$ cat src/hw/wdt_pkg.sv
// Operation
// - Software option: disarmed after reset, armed by setting arm flag, then stays armed.
// - Count decrements once every 3072 clocks; timeout in 64 equal steps.
// - Armed and soft-reset bit zero starts a reset cycle, reset pin low ~500ns.
// - Writing soft-reset bit zero while armed resets the chip at once.
// - Bits 7..2 hold period reversed: bit 7 is LSB, bit 2 is MSB.
// - Disarmed: soft-reset bit is MSB of a 7-bit down-timer, no reset.
// - Hardware option forces arm flag (bit 0) to one; writes cannot change it.
// - Arm flag zero is disarmed, one armed; software option clears only by reset.
// - Register at 0D8h, read/write, reset value FEh.
// - WAIT leaves the watchdog counting and able to reset.
// - Armed without external stop control: STOP executes as WAIT.
// - Armed with external stop control: NMI low gives WAIT, high freezes and stops.
// - Leaving STOP by interrupt, counting resumes from the frozen value.
// - Disarmed: STOP is entered normally.
// - Hardware option: permanently armed after reset; arm flag always reads 1.
`default_nettype none
package wdt_pkg;
  localparam logic [7:0] wdt_reg_offset   = 8'hd8;
  localparam logic [7:0] wdt_reg_reset    = 8'hfe;
  localparam int         wdt_arm_bit      = 0;
  localparam int         wdt_sr_bit       = 1;
  localparam int         wdt_step_cycles  = 3072;
  localparam int         wdt_clock_mhz    = 40;
  localparam int         wdt_pulse_ns     = 500;
  localparam int         wdt_pulse_cycles = (wdt_pulse_ns * wdt_clock_mhz) / 1000;
  localparam int         wdt_addr_width   = 8;

  typedef struct packed {
    logic [wdt_addr_width-1:0] address;
    logic                      read;
    logic                      write;
    logic [31:0]               writedata;
  } wdt_bus_req_type;

  typedef struct packed {
    logic [31:0] readdata;
    logic        waitrequest;
  } wdt_bus_rsp_type;

  typedef enum logic [1:0] {
    wdt_pm_run,
    wdt_pm_wait,
    wdt_pm_stop
  } wdt_power_type;
endpackage
`default_nettype wire

$ cat src/hw/wdt_prescaler.sv
`default_nettype none
module wdt_prescaler #(
  parameter int steps = wdt_pkg::wdt_step_cycles
) (
  // Clock and reset
  input  wire logic clock,
  input  wire logic rst,
  // Control
  input  wire logic run,
  input  wire logic restart,
  // Tick
  output logic      tick
);
  typedef struct packed {
    logic [11:0] cnt;
    logic        tick;
  } wdt_pre_state_type;

  wdt_pre_state_type state_reg;
  wdt_pre_state_type state_next;

  always_comb
  begin
    state_next      = state_reg;
    state_next.tick = 1'b0;
    if (restart)
      state_next.cnt = 12'h000;
    else if (run)
    begin
      if (state_reg.cnt == 12'(steps - 1))
      begin
        state_next.cnt  = 12'h000;
        state_next.tick = 1'b1;
      end
      else
        state_next.cnt = state_reg.cnt + 12'h001;
    end
  end

  always_ff @(posedge clock)
  begin
    if (rst)
      state_reg <= '0;
    else
      state_reg <= state_next;
  end

  assign tick = state_reg.tick;

  tick_period_a: assert property (@(posedge clock) disable iff (rst)
    tick |-> $past(run) && state_reg.cnt == 12'h000)
    else $error("tick without a completed interval");
endmodule
`default_nettype wire

$ cat src/hw/wdt_watchdog.sv
// Chosen here: the Avalon-MM slave port.
`default_nettype none
module wdt_watchdog #(
  parameter int pulse_cycles = wdt_pkg::wdt_pulse_cycles
) (
  // Clock and reset
  input  wire logic                     clock,
  input  wire logic                     rst,
  // Option straps
  input  wire logic                     activation_option,
  input  wire logic                     ext_stop_option,
  // Core power control
  input  wire logic                     stop_request,
  input  wire logic                     wait_request,
  input  wire logic                     wake_interrupt,
  input  wire logic                     nmi_pin,
  output logic                          core_stopped,
  output logic                          core_waiting,
  // Reset output, open drain
  output logic                          chip_reset_out,
  output logic                          chip_reset_oe_n,
  // Register bus
  input  wire wdt_pkg::wdt_bus_req_type bus_req,
  output wdt_pkg::wdt_bus_rsp_type      bus_rsp
);
  typedef struct packed {
    logic [6:0]                 count;
    logic                       armed;
    logic                       hw_opt;
    logic                       ext_opt;
    logic [7:0]                 pulse;
    wdt_pkg::wdt_power_type     pm;
    logic [31:0]                rdata;
    logic                       rvalid;
    logic                       nmi_meta;
    logic                       nmi_sync;
    logic                       strap_done;
  } wdt_state_type;

  wdt_state_type state_reg;
  wdt_state_type state_next;
  logic          tick;
  logic          hit;
  logic          wr;
  logic          rd;
  logic          counting;
  logic [7:0]    reg_view;
  logic [6:0]    wcount;

  assign hit = bus_req.address == wdt_pkg::wdt_reg_offset;
  assign wr  = bus_req.write && state_reg.pulse == 8'h00;
  assign rd  = bus_req.read && !state_reg.rvalid;
  // Frozen only in a real STOP; WAIT keeps counting
  assign counting = state_reg.pm != wdt_pkg::wdt_pm_stop;

  // Reversed period field; physical count is {sr, t5..t0}
  always_comb
  begin
    reg_view = '0;
    for (int i = 0; i < 6; i++)
      reg_view[7 - i] = state_reg.count[i];
    reg_view[wdt_pkg::wdt_sr_bit]  = state_reg.count[6];
    reg_view[wdt_pkg::wdt_arm_bit] = state_reg.armed;
    wcount = '0;
    for (int i = 0; i < 6; i++)
      wcount[i] = bus_req.writedata[7 - i];
    wcount[6] = bus_req.writedata[wdt_pkg::wdt_sr_bit];
  end

  wdt_prescaler u_pre (
    .clock   (clock),
    .rst     (rst),
    .run     (counting),
    .restart (wr && hit),
    .tick    (tick)
  );

  always_comb
  begin
    state_next          = state_reg;
    state_next.nmi_meta = nmi_pin;
    state_next.nmi_sync = state_reg.nmi_meta;
    state_next.rvalid   = 1'b0;
    if (!state_reg.strap_done)
    begin
      // Straps sampled once after reset release
      state_next.strap_done = 1'b1;
      state_next.hw_opt     = activation_option;
      state_next.ext_opt    = ext_stop_option;
      state_next.armed      = activation_option;
    end
    if (state_reg.pulse != 8'h00)
      state_next.pulse = state_reg.pulse - 8'h01;
    if (wr && hit)
    begin
      state_next.count = wcount;
      if (!state_reg.hw_opt && bus_req.writedata[wdt_pkg::wdt_arm_bit])
        state_next.armed = 1'b1;
    end
    else if (tick)
      state_next.count = state_reg.count - 7'h01;
    // Armed and soft-reset bit low: reset cycle
    if (state_next.armed && !state_next.count[6] && state_reg.pulse == 8'h00)
      state_next.pulse = 8'(pulse_cycles);
    if (rd)
    begin
      state_next.rvalid = 1'b1;
      state_next.rdata  = hit ? {24'h000000, reg_view} : 32'h00000000;
    end
    case (state_reg.pm)
      wdt_pkg::wdt_pm_run:
        if (wait_request)
          state_next.pm = wdt_pkg::wdt_pm_wait;
        else if (stop_request)
        begin
          if (!state_reg.armed)
            state_next.pm = wdt_pkg::wdt_pm_stop;
          else if (state_reg.ext_opt && state_reg.nmi_sync)
            state_next.pm = wdt_pkg::wdt_pm_stop;
          else
            state_next.pm = wdt_pkg::wdt_pm_wait;
        end
      wdt_pkg::wdt_pm_wait,
      wdt_pkg::wdt_pm_stop:
        if (wake_interrupt)
          state_next.pm = wdt_pkg::wdt_pm_run;
      default:
        state_next.pm = wdt_pkg::wdt_pm_run;
    endcase
    if (state_reg.pulse != 8'h00)
      state_next.pm = wdt_pkg::wdt_pm_run;
  end

  always_ff @(posedge clock)
  begin
    if (rst)
    begin
      state_reg       <= '0;
      state_reg.count <= 7'h7f;
    end
    else
      state_reg <= state_next;
  end

  // Reset pin pulled low while pulse runs; enable low means driving
  assign chip_reset_out      = 1'b0;
  assign chip_reset_oe_n     = state_reg.pulse == 8'h00;
  assign core_stopped        = state_reg.pm == wdt_pkg::wdt_pm_stop;
  assign core_waiting        = state_reg.pm == wdt_pkg::wdt_pm_wait;
  assign bus_rsp.readdata    = state_reg.rdata;
  // Writes stall during the reset pulse; reads stall for one cycle
  assign bus_rsp.waitrequest = (bus_req.read && !state_reg.rvalid)
                             || (bus_req.write && state_reg.pulse != 8'h00);

  reset_pulse_a: assert property (@(posedge clock) disable iff (rst)
    $rose(!chip_reset_oe_n) |-> !chip_reset_oe_n [*8])
    else $error("reset pulse too short");
  arm_sticky_a: assert property (@(posedge clock) disable iff (rst)
    state_reg.armed && state_reg.strap_done |=> state_reg.armed)
    else $error("arm flag cleared without reset");
  hw_armed_a: assert property (@(posedge clock) disable iff (rst)
    state_reg.strap_done && state_reg.hw_opt |-> state_reg.armed)
    else $error("hardware option not armed");
  sw_reset_a: assert property (@(posedge clock) disable iff (rst)
    wr && hit && state_reg.armed && !bus_req.writedata[1] |=> !chip_reset_oe_n)
    else $error("soft reset write ignored");
  disarmed_nores_a: assert property (@(posedge clock) disable iff (rst)
    !state_reg.armed && state_reg.strap_done && state_reg.pulse == 8'h00
    && !(wr && hit && bus_req.writedata[0]) |=> chip_reset_oe_n)
    else $error("reset while disarmed");
  stop_as_wait_a: assert property (@(posedge clock) disable iff (rst)
    state_reg.pm == wdt_pkg::wdt_pm_run && stop_request && !wait_request
    && state_reg.armed && !state_reg.ext_opt && chip_reset_oe_n
    |=> core_waiting)
    else $error("armed stop not taken as wait");
  frozen_stop_a: assert property (@(posedge clock) disable iff (rst)
    core_stopped && $past(core_stopped) && !$past(wr) |-> $stable(state_reg.count))
    else $error("count moved in stop");
  write_load_a: assert property (@(posedge clock) disable iff (rst)
    wr && hit |=> state_reg.count[5:0] == {$past(bus_req.writedata[2]),
    $past(bus_req.writedata[3]), $past(bus_req.writedata[4]),
    $past(bus_req.writedata[5]), $past(bus_req.writedata[6]),
    $past(bus_req.writedata[7])})
    else $error("write did not load count");
  read_back_a: assert property (@(posedge clock) disable iff (rst)
    rd && hit |=> bus_rsp.readdata[7:0] == $past(reg_view))
    else $error("read data differs from register");
  pulse_wait_a: assert property (@(posedge clock) disable iff (rst)
    bus_req.write && state_reg.pulse != 8'h00 |-> bus_rsp.waitrequest)
    else $error("write accepted during reset pulse");

  cov_sw_reset_c:  cover property (@(posedge clock) $fell(chip_reset_oe_n));
  cov_stop_c:      cover property (@(posedge clock) $rose(core_stopped));
  cov_wait_c:      cover property (@(posedge clock) $rose(core_waiting));
  cov_tick_c:      cover property (@(posedge clock) tick && !state_reg.armed);
endmodule
`default_nettype wire

$ cat config.mk
export PLATFORM = sky130hd
export DESIGN_NAME = wdt_watchdog
export DESIGN_NICKNAME = d
export VERILOG_FILES = /design/src/hw/wdt_pkg.sv /design/src/hw/wdt_prescaler.sv /design/src/hw/wdt_watchdog.sv
export SDC_FILE = /design/constraint.sdc
export NUM_CORES = 1
export LEC_CHECK = 0
export ABC_AREA = 0
export BUFFER_PORTS_ARGS = -buffer_cell sky130_fd_sc_hd__buf_4
export CAP_MARGIN = 20
export CORE_UTILIZATION = 48
export DETAILED_ROUTE_END_ITERATION = 10
export GPL_TIMING_DRIVEN = 0
export PLACE_DENSITY = 0.78
export SLEW_MARGIN = 30
export SYNTH_ARGS = -nofsm -noshare
export SYNTH_HDL_FRONTEND = slang
export SYNTH_SLANG_ARGS = --single-unit
$ cat constraint.sdc
create_clock -name clock -period 2.6 [get_ports clock]
set_input_delay 0.13 -clock clock [delete_from_list [all_inputs] [get_ports clock]]
set_output_delay 0.13 -clock clock [all_outputs]
set_load 0.05 [all_outputs]
==> run_results.csv <==
group,metric,value,unit
outcome,status,"finished clean",
worst_hold_path,worstHoldPathType,"input pin to register",
logic_synthesis,syn_inst,265,
sta,period_minus_slack,2.42,ns
die,rows,25,
die,die_w,71.8,um
finish,nets,390,
clocking,cts_setup_buffers,0,
global_routing,grt_max_degree,17,
finish,final_cell_mix,"70 x buf_4, 45 x dfxtp_1, 42 x nor2_1",
logic_synthesis,ys_seq_area_frac,0.385,
sta,hold_slack,0.0289,ns
sta,skew,0.00784,ns
worst_setup_path,critical_path_required,2.47,ns
logic_synthesis,synth_xor_area_frac,0.0599,
finish,diodes,0,
clocking,clk_path_buf_depth,2,
clocking,cts_resized,0,
logic_synthesis,syn_area,0.00234,mm2
worst_setup_path,crit_top_cell,"nand2_1",
worst_setup_path,crit_path_start_kind,"register",
sta,slew_viol_final,0,
global_routing,grt_pass1_vias,1701,
worst_setup_path,slowest_delay,0.59,ns
worst_setup_path,crit_family,"simple AND/OR/NAND/NOR gates",
sta,worst_pin_slew,0.780,ns
logic_synthesis,yosys.area_share.simple,0.231,
global_routing,antenna_found_initial,0,
sta,tns,0,ns
pwr,power_density,687,mW/mm2
global_routing,grt_pass1_wl,7630,um
die,dieArea,0.00516,mm2
logic_synthesis,synth-seq-cells,45,
finish,syn_to_final_growth,22.6,%
worst_setup_path,crit_buf_inv,2,
clocking,numCtsBuffers,5,
clocking,cts_hold_buf,0,
sta,fin_crit_sh,0.930,
placement,dp_hpwl,3380,um
pwr,seqPwrFrac,0.420,
worst_setup_path,worstSetupEndpointType,"primary output",
clocking,htreeDepth,2,
pwr,switching_share,0.370,
finish,final_common_cell,"buf_4",
clocking,cts.sinks,45,
global_routing,grt_util_met3,0.0464,
pwr,p_switching,0.730,mW
pwr,p_clk_frac,0.234,
clocking,clk_latency,0.31,ns
logic_synthesis,synth_fa_ha_area_frac,0.0374,
sta,fmax,0.414,GHz
pwr,p_int,1.24,mW
run,cap_violations,0,
logic_synthesis,yosys_warnings,0,
routing,ant_nets,0,
sta,setup_violations,0,
pwr,p_leak,1.30,nW
sta,rsz0062_at_grt,"no",
worst_setup_path,rrSetupSlack,0.26,ns
logic_synthesis,synth_edf_count,0,
logic_synthesis,synthMuxAreaShare,0.0347,
global_routing,grt_usage,0.187,
logic_synthesis,ys_async_sr_fraction,0,
pwr,finalPower,1.97,mW
placement,place_congestion,0.802,
die,core_area,0.00469,mm2
sta,slew_headroom,0.476,
logic_synthesis,synth-compound-area-share,0.115,
die,start_util,0.499,
clocking,clk_pin_slew,0.09,ns
logic_synthesis,ys_types,51,
worst_setup_path,path_cells,"or4_4 -> or4b_1 -> buf_2 -> nand2_1 -> nand2_1 -> buf_4",
routing,drt_wl_total,4450,um
placement,port_buffers,37,
global_routing,grt_util_met2,0.319,
clocking,cts_tree,"yes",
global_routing,busiest_layer,"met2",
routing,vias,1894,
die,io_pins,87,
worst_setup_path,cp_max_fo,8,
clocking,cts-root-buf,"clkbuf_8",
global_routing,gr-total-overflow,0,
routing,avgRoutedWirePerCell,11.5,um
logic_synthesis,synth_top_family_by_area,"simple AND/OR/NAND/NOR gates",
finish,largest_reg_flops,15,
die,die_h,71.8,um
routing,drtIter0Drc,98,
pwr,comb_power_share,0.346,
routing,drt-vias-per-instance,4.88,
pwr,ir_drop,0.396,mV
routing,drcViolationCount,0,
global_routing,use_met1,0.231,
worst_setup_path,crit_slowest_cell,"or4_4",
sta,hold_viol_final,0,
logic_synthesis,synthFlopType,"dfxtp_1",
logic_synthesis,syn-mean-instance-area,8.83,um2
finish,post_route_cells_drive_above_1_share,0.266,
worst_setup_path,worstPathArrival,2.29,ns
routing,first_pass_iters,4,
finish,post-route-util,0.612,
worst_setup_path,crit_type,"register to primary output",
[worst paths after layout]
check	startpoint	to	cells after the start
max reg2reg	state_reg[38]	state_reg[39]	7
max	state_reg[40]	bus_rsp[0]	6
min	nmi_pin	state_next[1]	2
min reg2reg	state_next[1]	state_reg[1]	1
[per-stage QoR]
stage	cell area [um2]	cells	setup WS [ns]
after floorplan	2430	289	0.463
after global placement	2780	380	0.291
after detailed placement	2780	380	0.282
after CTS	2870	388	0.177
after global routing	2870	388	0.0958
final	2870	388	0.182
[synthesized netlist by cell type, types with 3 or more instances]
master / n / area share
dfxtp_1: 45 / 0.38
nor2_1: 42 / 0.067
buf_4: 33 / 0.11
nand2_1: 14 / 0.022
a22oi_1: 9 / 0.029
inv_1: 9 / 0.014
xnor2_1: 9 / 0.034
nor3_1: 8 / 0.017
ha_1: 7 / 0.037
mux2i_1: 7 / 0.030
o21ai_0: 7 / 0.015
xor2_1: 7 / 0.026
nand4_1: 5 / 0.013
a21oi_1: 4 / 0.0086
nor2b_1: 4 / 0.011
and3_1: 3 / 0.0080
clkbuf_1: 3 / 0.0048
nand3_1: 3 / 0.0064
o21a_1: 3 / 0.0096
[kinds of logic (layout without fill, tap and decap cells)]
family,Yosys count,in the layout
fa+ha+maj,7,7
flops,45,45
simple gates,102,102
other cells,1,25
mux,8,8
buf+inv,49,94
xor+xnor,16,16
compound gates,37,37
[power by group through the flow]
stage | sequential (mW) | combinational (mW) | clock [mW]
final | 0.828 | 0.683 | 0.460
after detailed placement | 0.843 | 0.682 | 0
after global routing | 0.842 | 0.747 | 0.503
after global placement | 0.838 | 0.666 | 0
after CTS | 0.827 | 0.683 | 0.477
after floorplan | 0.824 | 0.557 | 0
[worst register-to-register path: cells and delay by family, from the launching register on]
| family | cells | cell delay [ns] |
|---|---|---|
| AO/OA/AOI/OAI | 2 | 0.40 |
| adder cells (fa/ha/maj) | 1 | 0.20 |
| buffers and inverters | 2 | 0.26 |
| flip-flops | 1 | 0.35 |
| AND/OR/NAND/NOR | 2 | 1.00 |
[area by class of cell]
cell class | instances | area [um2]
plain buffers | 39 | 279
clock buffers | 5 | 68.8
clock inverters | 3 | 25.0
fillers | 431 | 1820
inverters | 10 | 37.5
multi-input cells | 195 | 1210
flip-flops and latches | 45 | 901
well taps | 54 | 67.6
repair buffers | 37 | 278
[routing by layer]
metal / share of wire / routed length, um / up-vias
met2: 0.48 / 2130 / 43
met3: 0.046 / 205 / 6
met4: 0.015 / 68 / 0
met1: 0.46 / 2040 / 847
li1: - / - / 998
met5: 0 / 0 / -
Note: power is estimated with default switching activity, not from simulation.
